[config.mk]
export PLATFORM = sky130hd
export DESIGN_NAME = hcf_channel
export DESIGN_NICKNAME = d
export VERILOG_FILES = /design/src/logic/hcf_pkg.sv /design/src/logic/hcf_channel.sv
export VERILOG_INCLUDE_DIRS = /design/src /design/src/logic
export SDC_FILE = /design/constraint.sdc
export NUM_CORES = 2
export LEC_CHECK = 0
export BUFFER_PORTS_ARGS = -buffer_cell sky130_fd_sc_hd__buf_4
export CAP_MARGIN = 10
export CORE_MARGIN = 3
export CORE_UTILIZATION = 40
export CTS_CLUSTER_SIZE = 16
export DETAILED_ROUTE_END_ITERATION = 8
export SLEW_MARGIN = 10
export SYNTH_ARGS = -nofsm -noshare
export SYNTH_HDL_FRONTEND = slang
export SYNTH_SLANG_ARGS = --single-unit
[constraint.sdc]
create_clock -name ref_clk -period 8.3 [get_ports ref_clk]
set_input_delay 1.66 -clock ref_clk [delete_from_list [all_inputs] [get_ports ref_clk]]
set_output_delay 1.66 -clock ref_clk [all_outputs]
set_load 0.1 [all_outputs]
[src/logic/hcf_params.svh]
// Purpose: constants for the hdlc channel fifo and dma block
// Assumes: included by bare name
// Notes:   offsets none; counts and fixed values only
`ifndef HCF_PARAMS_SVH
`define HCF_PARAMS_SVH
`define HCF_FIFO_DEPTH   7'h40
`define HCF_HALF_SIZE    7'h20
`define HCF_GROUP_ADDR_A 8'hFC
`define HCF_GROUP_ADDR_B 8'hFE
`define HCF_MAX_FRAMES   5'h11
`define HCF_BLK_4        6'h04
`define HCF_BLK_8        6'h08
`define HCF_BLK_16       6'h10
`define HCF_BLK_32       6'h20
`endif

[src/logic/hcf_pkg.sv]
// Purpose: types shared by the hdlc channel fifo and dma block
// Assumes: nothing
// Notes:   modes and address states with written codes
package hcf_pkg;
  typedef enum logic [2:0] {
    hcf_mode_auto     = 3'b000,
    hcf_mode_nonauto  = 3'b001,
    hcf_mode_transp0  = 3'b010,
    hcf_mode_transp1  = 3'b011,
    hcf_mode_ext0     = 3'b100,
    hcf_mode_ext1     = 3'b101
  } hcf_mode_t;
  typedef enum logic [1:0] {
    hcf_a_high = 2'b00,
    hcf_a_low  = 2'b01,
    hcf_a_data = 2'b10,
    hcf_a_skip = 2'b11
  } hcf_addr_st_t;
endpackage
[src/logic/hcf_channel.sv]
// Purpose: one hdlc channel: rx/tx fifos, dma requests, address screening
// Assumes: line engine delivers destuffed bytes and crc verdict
// Notes:   bus pins are asynchronous and pass two flip-flops
// Contract
// RULE_01: 32-byte rx block: drop request at read n-1
// RULE_02: small rx blocks: drop at falling last read
// RULE_03: fast controller: no extra request per block
// RULE_04: controller keeps cycling while request active
// RULE_05: pulsed acknowledge: reassert, drop on next fall
// RULE_06: two 64-byte fifos, one 32-byte half reachable
// RULE_07: 32 bytes stored: request rx readout
// RULE_08: keep rx block until confirmed
// RULE_09: confirmation shifts next block, message end
// RULE_10: long frames: repeated 32-byte block requests
// RULE_11: rx fifo holds up to 17 frames
// RULE_12: append status byte after each frame
// RULE_13: rx dma blocks 4, 8, 16, 32; byte count
// RULE_14: tx pool ready when half free again
// RULE_15: continuous bit gates loading of next frame
// RULE_16: dma tx: 32-byte blocks plus remainder
// RULE_17: hdlc framing and crc from line engine
// RULE_18: six operating modes select processing level
// RULE_19: address screening in auto, nonauto, transparent 1
// RULE_20: group values accepted as high bytes
// RULE_21: auto: low1 protocol, low2 stored
// RULE_22: nonauto two-byte: either low stores frame
// RULE_23: unmatched address discards whole frame
// RULE_24: transparent 1 high only; nonauto one-byte lows
// RULE_25: tx request drops at write n-1, reasserts
// RULE_26: controller uses level demand transfer mode
// RULE_27: reset empties fifos, drops requests, frame count
`timescale 1ns/1ps
`include "hcf_params.svh"
module hcf_channel (
  // clock and reset
  input  wire logic        ref_clk,
  input  wire logic        rstn,
  // parallel bus pins
  input  wire logic        channel_select_n,
  input  wire logic        dma_acknowledge_n,
  input  wire logic        rd_n,
  input  wire logic        wr_n,
  input  wire logic [7:0]  data_in,
  output logic      [7:0]  data_out,
  output logic             data_oe_n,
  output logic             rx_dma_request,
  output logic             tx_dma_request,
  // configuration and commands
  input  wire logic [2:0]  mode_select,
  input  wire logic        addr_two_byte,
  input  wire logic        dma_mode,
  input  wire logic        continuous_frame_tx,
  input  wire logic [7:0]  addr_high_compare_1,
  input  wire logic [7:0]  addr_high_compare_2,
  input  wire logic [7:0]  addr_low_compare_1,
  input  wire logic [7:0]  addr_low_compare_2,
  input  wire logic        rx_message_complete_cmd,
  input  wire logic        tx_transmit_cmd,
  input  wire logic        tx_frame_end_cmd,
  input  wire logic        tx_dma_start_cmd,
  input  wire logic [3:0]  tx_byte_count_high,
  input  wire logic [7:0]  tx_byte_count_low,
  // status
  output logic             rx_pool_full_irq,
  output logic             rx_message_end_irq,
  output logic             tx_pool_ready_irq,
  output logic             rx_auto_match,
  output logic [3:0]       rx_byte_count_high,
  output logic [7:0]       rx_byte_count_low,
  // line engine receive side
  input  wire logic        rx_byte_valid,
  input  wire logic [7:0]  rx_byte_data,
  input  wire logic        rx_end_valid,
  input  wire logic        rx_crc_ok,
  input  wire logic        rx_aborted,
  // line engine transmit side
  output logic             tx_byte_valid,
  output logic [7:0]       tx_byte_data,
  output logic             tx_byte_last,
  input  wire logic        tx_byte_ready
);

  // ************************************************************
  // helpers
  // ************************************************************
  function automatic logic [5:0] hcf_round_blk(input logic [5:0] len);
    if (len <= `HCF_BLK_4) return `HCF_BLK_4;
    else if (len <= `HCF_BLK_8) return `HCF_BLK_8;
    else if (len <= `HCF_BLK_16) return `HCF_BLK_16;
    else return `HCF_BLK_32;
  endfunction

  // {store, auto protocol} for a low address byte
  function automatic logic [1:0] hcf_low_result(input hcf_pkg::hcf_mode_t m,
                                                input logic [7:0] b);
    if (m == hcf_pkg::hcf_mode_auto && b == addr_low_compare_1) return 2'h1;
    if (b == addr_low_compare_1 || b == addr_low_compare_2) return 2'h2;
    return 2'h0;
  endfunction

  // ************************************************************
  // pin synchronisers and edges
  // ************************************************************
  logic [11:0] sy1_q, sy2_q, sy3_q;
  always_ff @(posedge ref_clk or negedge rstn) begin
    if (!rstn) begin
      sy1_q <= 12'hFFF;
      sy2_q <= 12'hFFF;
      sy3_q <= 12'hFFF;
    end else begin
      sy1_q <= {data_in, wr_n, rd_n, dma_acknowledge_n, channel_select_n};
      sy2_q <= sy1_q;
      sy3_q <= sy2_q;
    end
  end
  logic [7:0] pin_data;
  logic       acc2, acc3, ack_rise, ack_fall, rd_rise, rd_fall, wr_rise;
  assign pin_data = sy2_q[11:4];
  assign acc2     = !sy2_q[0] || !sy2_q[1];
  assign acc3     = !sy3_q[0] || !sy3_q[1];
  assign ack_rise = (!sy3_q[1] && sy2_q[1]) || (!sy3_q[0] && sy2_q[0]);
  assign ack_fall = (sy3_q[1] && !sy2_q[1]) || (sy3_q[0] && !sy2_q[0]);
  assign rd_rise  = acc3 && !sy3_q[2] && sy2_q[2];
  assign rd_fall  = acc2 && sy3_q[2] && !sy2_q[2];
  assign wr_rise  = acc3 && !sy3_q[3] && sy2_q[3];

  // ************************************************************
  // receive fifo and address screening
  // ************************************************************
  logic [7:0]  rx_mem [0:63];                         // RULE_06
  logic [63:0] rx_end_q;
  logic [5:0]  rx_wr_q, rx_base_q, rx_cnt_q;
  logic [6:0]  rx_count_q;
  logic [4:0]  rx_frames_q;
  logic [11:0] rx_flen_q;
  logic        rx_ann_q, rx_pause_q, rx_done_q;
  hcf_pkg::hcf_addr_st_t ast_q;
  hcf_pkg::hcf_mode_t    mode;
  assign mode = hcf_pkg::hcf_mode_t'(mode_select);     // RULE_18

  logic       hi_ok, recog, room, push_b, push_s, confirm;
  logic [1:0] low_r;
  assign hi_ok = rx_byte_data == addr_high_compare_1 ||
                 rx_byte_data == addr_high_compare_2 ||
                 rx_byte_data == `HCF_GROUP_ADDR_A ||
                 rx_byte_data == `HCF_GROUP_ADDR_B;    // RULE_20
  assign recog = mode == hcf_pkg::hcf_mode_auto || mode == hcf_pkg::hcf_mode_nonauto ||
                 mode == hcf_pkg::hcf_mode_transp1;    // RULE_19
  assign low_r = hcf_low_result(mode, rx_byte_data);
  // full fifo or frame limit drops bytes rather than corrupting stored frames
  assign room   = rx_count_q < `HCF_FIFO_DEPTH && rx_frames_q < `HCF_MAX_FRAMES; // RULE_11
  assign push_b = rx_byte_valid && room && (ast_q == hcf_pkg::hcf_a_data ||
                  (ast_q == hcf_pkg::hcf_a_high && !recog));
  assign push_s = rx_end_valid && room && ast_q == hcf_pkg::hcf_a_data;  // RULE_23

  always_ff @(posedge ref_clk or negedge rstn) begin
    if (!rstn) begin
      ast_q         <= hcf_pkg::hcf_a_high;
      rx_auto_match <= 1'b0;
    end else begin
      rx_auto_match <= 1'b0;
      if (rx_end_valid) begin
        ast_q <= hcf_pkg::hcf_a_high;
      end else if (rx_byte_valid) begin
        unique case (ast_q)
          hcf_pkg::hcf_a_high: begin
            if (!recog) ast_q <= hcf_pkg::hcf_a_data;
            else if (mode == hcf_pkg::hcf_mode_transp1)
              ast_q <= hi_ok ? hcf_pkg::hcf_a_data : hcf_pkg::hcf_a_skip; // RULE_24
            else if (addr_two_byte)
              ast_q <= hi_ok ? hcf_pkg::hcf_a_low : hcf_pkg::hcf_a_skip;
            else begin
              ast_q         <= low_r[1] ? hcf_pkg::hcf_a_data : hcf_pkg::hcf_a_skip; // RULE_24
              rx_auto_match <= low_r[0];                                          // RULE_21
            end
          end
          hcf_pkg::hcf_a_low: begin
            ast_q         <= low_r[1] ? hcf_pkg::hcf_a_data : hcf_pkg::hcf_a_skip; // RULE_22
            rx_auto_match <= low_r[0];                                          // RULE_21
          end
          hcf_pkg::hcf_a_data: ast_q <= hcf_pkg::hcf_a_data;
          hcf_pkg::hcf_a_skip: ast_q <= hcf_pkg::hcf_a_skip;
        endcase
      end
    end
  end

  // status byte carries the line engine's crc and abort verdict
  always_ff @(posedge ref_clk) begin
    if (push_b) rx_mem[rx_wr_q] <= rx_byte_data;
    else if (push_s) rx_mem[rx_wr_q] <= {2'h0, rx_aborted, rx_crc_ok, 4'h0}; // RULE_12 RULE_17
  end

  // first frame end within the accessible half decides the block
  logic       blk_end;
  logic [5:0] blk_len, dma_size;
  logic       blk_ready;
  always_comb begin
    blk_end = 1'b0;
    blk_len = `HCF_BLK_32;
    for (int i = 0; i < 32; i++) begin
      if (!blk_end && 7'(i) < rx_count_q && rx_end_q[rx_base_q + 6'(i)]) begin
        blk_end = 1'b1;
        blk_len = 6'(i + 1);
      end
    end
  end
  assign blk_ready = blk_end || rx_count_q >= `HCF_HALF_SIZE;      // RULE_07 RULE_10
  assign dma_size  = blk_end ? hcf_round_blk(blk_len) : `HCF_BLK_32; // RULE_13
  assign confirm   = blk_ready && (dma_mode ? rd_rise && rx_cnt_q == dma_size - 6'h01
                                            : rx_message_complete_cmd); // RULE_08

  always_ff @(posedge ref_clk or negedge rstn) begin
    if (!rstn) begin
      rx_wr_q     <= 6'h00;
      rx_base_q   <= 6'h00;
      rx_count_q  <= 7'h00;
      rx_frames_q <= 5'h00;
      rx_end_q    <= 64'h0;                                        // RULE_27
    end else begin
      if (push_b || push_s) begin
        rx_wr_q           <= rx_wr_q + 6'h01;
        rx_end_q[rx_wr_q] <= push_s;
      end
      if (confirm) rx_base_q <= rx_base_q + blk_len;               // RULE_09
      rx_count_q  <= rx_count_q + 7'(push_b || push_s) - (confirm ? 7'(blk_len) : 7'h00);
      rx_frames_q <= rx_frames_q + 5'(push_s) - 5'(confirm && blk_end);
    end
  end

  always_ff @(posedge ref_clk or negedge rstn) begin
    if (!rstn) begin
      rx_flen_q          <= 12'h000;
      rx_byte_count_high <= 4'h0;
      rx_byte_count_low  <= 8'h00;
    end else if (push_s) begin
      rx_flen_q                                 <= 12'h000;
      {rx_byte_count_high, rx_byte_count_low}   <= rx_flen_q + 12'h001; // RULE_13
    end else if (rx_end_valid) begin
      rx_flen_q <= 12'h000;
    end else if (push_b) begin
      rx_flen_q <= rx_flen_q + 12'h001;
    end
  end

  // announce each block once; cleared when it is confirmed
  always_ff @(posedge ref_clk or negedge rstn) begin
    if (!rstn) begin
      rx_ann_q           <= 1'b0;
      rx_pool_full_irq   <= 1'b0;
      rx_message_end_irq <= 1'b0;
    end else begin
      rx_pool_full_irq   <= blk_ready && !rx_ann_q && !confirm && !blk_end && !dma_mode; // RULE_07
      rx_message_end_irq <= blk_ready && !rx_ann_q && !confirm && blk_end;               // RULE_09
      if (confirm) rx_ann_q <= 1'b0;
      else if (blk_ready) rx_ann_q <= 1'b1;
    end
  end

  // read position; interrupt mode wraps so the block can be reread
  always_ff @(posedge ref_clk or negedge rstn) begin
    if (!rstn) begin
      rx_cnt_q   <= 6'h00;
      rx_pause_q <= 1'b0;
      rx_done_q  <= 1'b0;
    end else if (confirm) begin
      rx_cnt_q   <= 6'h00;
      rx_pause_q <= 1'b0;
      rx_done_q  <= 1'b0;                                          // RULE_03
    end else begin
      if (rd_rise) rx_cnt_q <= (!dma_mode && rx_cnt_q == blk_len - 6'h01) ? 6'h00
                                                                    : rx_cnt_q + 6'h01; // RULE_08
      if (dma_mode && dma_size == `HCF_BLK_32 && rd_rise && rx_cnt_q == dma_size - 6'h02)
        rx_pause_q <= 1'b1;                                        // RULE_01
      else if (ack_rise && rx_pause_q)
        rx_pause_q <= 1'b0;                                        // RULE_01 RULE_05
      if (dma_size != `HCF_BLK_32 && rd_fall && rx_cnt_q == dma_size - 6'h01)
        rx_done_q <= 1'b1;                                         // RULE_02
      else if (dma_size == `HCF_BLK_32 && ack_fall && rx_cnt_q == dma_size - 6'h01)
        rx_done_q <= 1'b1;                                         // RULE_05
    end
  end

  // ************************************************************
  // bus read path and receive request
  // ************************************************************
  always_ff @(posedge ref_clk or negedge rstn) begin
    if (!rstn) begin
      data_out       <= 8'h00;
      data_oe_n      <= 1'b1;
      rx_dma_request <= 1'b0;
    end else begin
      data_out       <= rx_mem[rx_base_q + rx_cnt_q];
      data_oe_n      <= !(acc2 && !sy2_q[2]);
      // level held in dma mode while a ready block is not paused, done or confirmed
      rx_dma_request <= dma_mode && blk_ready && !rx_pause_q && !rx_done_q && !confirm; // RULE_04 RULE_26
    end
  end

  // ************************************************************
  // transmit fifo
  // ************************************************************
  logic [7:0]  tx_mem [0:63];                         // RULE_06
  logic [63:0] tx_end_q;
  logic [5:0]  tx_wr_q, tx_rd_q, tx_left_q;
  logic [6:0]  tx_count_q, tx_avail_q;
  logic [11:0] tx_rem_q;
  logic        tx_busy_q, tx_ann_q, tx_pause_q, tx_done_q;
  logic        tx_push, tx_pop, tx_last_w, blk_load, may_load;
  logic [6:0]  tx_free;
  logic [5:0]  next_blk;
  logic        ob1_v_q, ob1_l_q;
  logic [7:0]  ob1_d_q;
  assign tx_free   = `HCF_FIFO_DEPTH - tx_count_q;
  assign may_load  = continuous_frame_tx || !tx_busy_q;                // RULE_15
  assign tx_push   = wr_rise && tx_count_q < `HCF_FIFO_DEPTH;
  assign tx_last_w = dma_mode && tx_rem_q == 12'h001;
  assign next_blk  = tx_rem_q >= 12'h020 ? `HCF_BLK_32 : tx_rem_q[5:0]; // RULE_16
  assign blk_load  = tx_left_q == 6'h00 && tx_rem_q != 12'h000 &&
                     tx_free >= 7'(next_blk);
  assign tx_pop    = tx_avail_q != 7'h00 && !ob1_v_q;

  always_ff @(posedge ref_clk) begin
    if (tx_push) tx_mem[tx_wr_q] <= pin_data;
  end

  always_ff @(posedge ref_clk or negedge rstn) begin
    if (!rstn) begin
      tx_wr_q    <= 6'h00;
      tx_rd_q    <= 6'h00;
      tx_count_q <= 7'h00;
      tx_avail_q <= 7'h00;
      tx_end_q   <= 64'h0;                                         // RULE_27
    end else begin
      if (tx_push) begin
        tx_wr_q           <= tx_wr_q + 6'h01;
        tx_end_q[tx_wr_q] <= tx_last_w;
      end else if (tx_frame_end_cmd) begin
        tx_end_q[tx_wr_q - 6'h01] <= 1'b1;
      end
      if (tx_pop) tx_rd_q <= tx_rd_q + 6'h01;
      tx_count_q <= tx_count_q + 7'(tx_push) - 7'(tx_pop);
      // interrupt mode commits on command, dma mode per byte
      if (!dma_mode && (tx_transmit_cmd || tx_frame_end_cmd))
        tx_avail_q <= tx_count_q - 7'(tx_pop);                    // RULE_14
      else
        tx_avail_q <= tx_avail_q + 7'(tx_push && dma_mode) - 7'(tx_pop);
    end
  end

  always_ff @(posedge ref_clk or negedge rstn) begin
    if (!rstn) begin
      tx_ann_q          <= 1'b0;
      tx_pool_ready_irq <= 1'b0;
    end else begin
      tx_pool_ready_irq <= !dma_mode && !tx_ann_q && tx_free >= `HCF_HALF_SIZE && may_load; // RULE_14
      if (tx_transmit_cmd || tx_frame_end_cmd) tx_ann_q <= 1'b0;
      else if (!dma_mode && tx_free >= `HCF_HALF_SIZE && may_load) tx_ann_q <= 1'b1;
    end
  end

  // dma transmit: byte budget split into blocks of at most 32
  always_ff @(posedge ref_clk or negedge rstn) begin
    if (!rstn) begin
      tx_rem_q       <= 12'h000;
      tx_left_q      <= 6'h00;
      tx_pause_q     <= 1'b0;
      tx_done_q      <= 1'b0;
      tx_dma_request <= 1'b0;
    end else begin
      if (tx_dma_start_cmd && tx_rem_q == 12'h000 && may_load)     // RULE_15
        tx_rem_q <= {tx_byte_count_high, tx_byte_count_low};       // RULE_16
      else if (tx_push && tx_left_q != 6'h00)
        tx_rem_q <= tx_rem_q - 12'h001;
      if (blk_load) begin
        tx_left_q  <= next_blk;
        tx_pause_q <= 1'b0;
        tx_done_q  <= 1'b0;
      end else if (tx_push && tx_left_q != 6'h00) begin
        tx_left_q <= tx_left_q - 6'h01;
        if (tx_left_q == 6'h02) tx_pause_q <= 1'b1;                // RULE_25
      end else if (ack_rise && tx_pause_q) begin
        tx_pause_q <= 1'b0;                                        // RULE_25
      end else if (ack_fall && tx_left_q == 6'h01 && !tx_pause_q) begin
        tx_done_q <= 1'b1;                                         // RULE_05
      end
      tx_dma_request <= dma_mode && tx_left_q != 6'h00 && !tx_pause_q && !tx_done_q &&
                        !(tx_push && tx_left_q == 6'h02);          // RULE_25
    end
  end

  // ************************************************************
  // two-entry output buffer towards the line engine
  // ************************************************************
  logic       ob_take;
  assign ob_take = tx_byte_ready && tx_byte_valid;
  always_ff @(posedge ref_clk or negedge rstn) begin
    if (!rstn) begin
      tx_byte_valid <= 1'b0;
      tx_byte_data  <= 8'h00;
      tx_byte_last  <= 1'b0;
      ob1_v_q       <= 1'b0;
      ob1_d_q       <= 8'h00;
      ob1_l_q       <= 1'b0;
    end else if (ob_take && ob1_v_q) begin
      {tx_byte_data, tx_byte_last} <= {ob1_d_q, ob1_l_q};
      ob1_v_q                      <= 1'b0;
    end else if (tx_pop && (ob_take || !tx_byte_valid)) begin
      tx_byte_valid                <= 1'b1;
      {tx_byte_data, tx_byte_last} <= {tx_mem[tx_rd_q], tx_end_q[tx_rd_q]};
    end else if (tx_pop) begin
      ob1_v_q            <= 1'b1;
      {ob1_d_q, ob1_l_q} <= {tx_mem[tx_rd_q], tx_end_q[tx_rd_q]};
    end else if (ob_take) begin
      tx_byte_valid <= 1'b0;
    end
  end

  // frame in flight until its last byte leaves the buffer
  always_ff @(posedge ref_clk or negedge rstn) begin
    if (!rstn) tx_busy_q <= 1'b0;
    else if (tx_pop) tx_busy_q <= 1'b1;
    else if (ob_take && tx_byte_last) tx_busy_q <= 1'b0;
  end

endmodule

==> out/results.txt <==
worst slew pin tran - 1.26 ns
Clk Latency, worst-skew pair - 0.77 ns
Synth async-reset ratio - 22.5%
Post-synth top flop - edfxtp_1
Synth area leaders - edfxtp_1 48%, mux4_2 17%, dfrtp_1 11%, mux2_2 2.5%, mux2i_1 2.2%
largest stage delay on the critical path - 0.51 ns
CTS max path bufs - 3
clock input transition at the sequential cells of the worst setup and hold paths - 0.06 ns
post-synth cell types - 102
hold path cells - 0
first-pass GRT wire length - 261 mm
H-tree lvl count - 4
CP max FO - 60
final hold vios - 0
Post-Synthesis Cell Area - 63600 sq um
syn_nets - 4234
Ys Warns - 0
critical path endpoint category - register
total wire length - 176 mm
number of global-route vias before repair - 37777
Critical Path Source - rx_base_q[0]
Total GRT Usage - 21.6%
Layout Cells excl Fill - 6367
maximum vdd drop - 556 uV
Clk Tree Root Cell - clkbuf_16
Post-synth EDFFs - 1024
syn_area_per_cell - 15.7 sq um
port buffer count - 117
# IOs - 118
P_leak - 24.3 nW
FF+latch area - 38300 sq um
worst setup path endpoint - rx_count_q[6]
total power divided by cell area - 363 nW/um^2
#FFs+latches synth - 1322
placed instance area - 67200 sq um
Layout Nets - 4377
initial antenna violation count - 6
Sink Count - 1322
crit path time final - 7.88 ns
Final Cycle Share - 95.0%
hold crit path type - register to register
largest net degree at the start of global routing - 130
leading area contributor after synthesis - edfxtp_1
Core ar. - 157000 sq um
Worst EP required - 8.94 ns
post-route cell area - 71700 sq um
fraction of layout cells with a size suffix above 1 - 27.2%
final setup fails - 0
DRT Pass-1 Iters - 6
placed wire-length estimate - 117 mm
FP Rows - 145
crit path launch type - register
WL/cell - 27.7 microns
worst r2r path cells - 32
total number of vias - 38321
gpl congestion - 0.996
crit path max-delay cell type - or4b_1
Hold Crit Start - sy1_q[7]
crit path kind - register to register
Starting Density - 40.5%
TritonCTS Buffers - 135
Die H - 405 microns
commonest non-fill, non-tap cell in the layout - edfxtp_1
Filler Cells Inserted - 13595
DRT iter0 DRCs - 4460
Max Fclk - 0.127 GHz
run status - finished, final reports clean
vias per cell - 6.02
die area - 164000 sq um
grt ovf - 0
Area growth, synth to finish - 12.8%
most frequent cells in the layout - 1024 x edfxtp_1, 473 x mux4_2, 263 x nor2_1, 261 x dfrtp_1, 245 x nand2_1
Syn Inst Count - 4053
CTS tree - built
DRC - 0
DP Cell Count - 6115
flop-to-flop setup slack - 0.42 ns
Synth top area share - 48.4%
Routed Antenna Nets - 0
Slew headroom - 15.6%
area of the multi-input gates - 24200 sq um
arrival time worst endpoint - 8.52 ns
Slew Viols, Final - 0
reg2reg end - rx_count_q[6]
Max Cap Viol - 0
Seq/Total Area, Yosys - 60.2%
DIE WIDTH - 405 microns
Critical R2R Launch - rx_base_q[0]
cts hold-fix bufs - 0
Final Hold Slack - 0.352 ns
Final Skew - 0.0347 ns
per-stage QoR:
stage | TNS (ns) | utilization (%) | total power (W) | setup slack, ns
2_1_floorplan | 0 | - | 0.0164 | 0.0205
3_3_place_gp | 0 | 42.7 | 0.0201 | 0.266
3_5_place_dp | 0 | 42.7 | 0.0200 | 0.218
4_1_cts | 0 | 45.5 | 0.0260 | 0.138
5_1_grt | -0.00246 | 45.6 | 0.0273 | -0.00246
6_report | 0 | 45.6 | 0.0260 | 0.419
worst min path at each step:
stage / end / slack (ns)
3_5_place_dp: sy2_q[8] / 0.35
2_1_floorplan: sy2_q[0] / 0.35
6_report: sy2_q[7] / 0.35
3_3_place_gp: sy2_q[8] / 0.35
5_1_grt: sy2_q[8] / 0.36
4_1_cts: sy2_q[7] / 0.34
sequential cells by signal, indices dropped and copies added, names as in the netlist, 8 cells and up:
name and cells:
data_out 8, ob1_d_q 8, rx_byte_count_low 8, rx_end_q 64, rx_flen_q 12, rx_mem 512
sy1_q 12, sy2_q 12, tx_byte_data 8, tx_end_q 64, tx_mem 512, tx_rem_q 12
power breakdown:
group	total, W	leakage, nW	switching, W	internal [W]
Sequential	0.00790	12.9	0.000378	0.00752
Clock	0.00597	2.13	0.00262	0.00334
Combinational	0.0122	9.25	0.00706	0.00510
Total	0.0260	24.3	0.0101	0.0160
synth_stat cells, drive strengths merged (6+ instances only):
cell	n
a211o	8
a211oi	31
a21boi	11
a21o	21
a21oi	101
a22oi	41
a31oi	18
a32o	6
and2	14
and3	23
buf	89
clkbuf	154
dfrtp	269
dfstp	29
edfxtp	1024
fa	6
ha	94
inv	82
mux2	142
mux2i	138
mux4	473
nand2	245
nand2b	24
nand3	61
nand3b	8
nand4	28
nor2	266
nor2b	37
nor3	61
nor4	24
o2111ai	6
o211ai	11
o21ai	146
o21bai	10
o221ai	6
o22ai	21
o31ai	11
or2	13
or3	13
xnor2	131
xor2	68
cell families after synthesis:
family,after synthesis,share of synthesized area (%)
buffers and inverters,328,2.13
muxes,753,21.4
xor gates and xnor gates,199,2.80
adders and majority gates,100,2.04
and+or+nand+nor,842,6.20
DFF,1322,60.2
AOI/OAI and AO/OA,509,5.24
worst max-delay path: cells and delay by family, from the launching register on:
kind                       cells  cell delay, ns
DFF                            1            0.50
buffers and inverters          5            0.94
AOI/OAI and AO/OA              7            1.25
adders and majority gates      4            1.24
muxes                          5            1.73
and+or+nand+nor                9            1.78
xor gates and xnor gates       2            0.26
final cells by class:
type / count / area share, %
Clock buffer: 186 / 5.23
Tap cell: 2058 / 3.59
Inverter: 85 / 0.452
Antenna cell: 1 / 0.00349
Timing Repair Buffer: 249 / 2.75
Sequential cell: 1322 / 53.4
Multi-Input combinational cell: 2403 / 33.7
Clock inverter: 63 / 0.881
repair_timing:
| action | 4_1_cts | 5_1_grt |
|---|---|---|
| setup endpoints to repair | 0 | 6 |
| buffers inserted | 0 | 2 |
| hold endpoints to repair | 0 | 0 |
| resized for setup | 0 | 25 |
metal layers:
metal,share of wire [%],vias to the layer above,GRT usage (%)
met5,0,-,0
met4,3.1,0,6.88
li1,-,16286,-
met1,44,20050,32.5
met3,7.8,284,3.98
met2,45,1701,31.8
No activity file was read; power rests on OpenSTA's default activity.
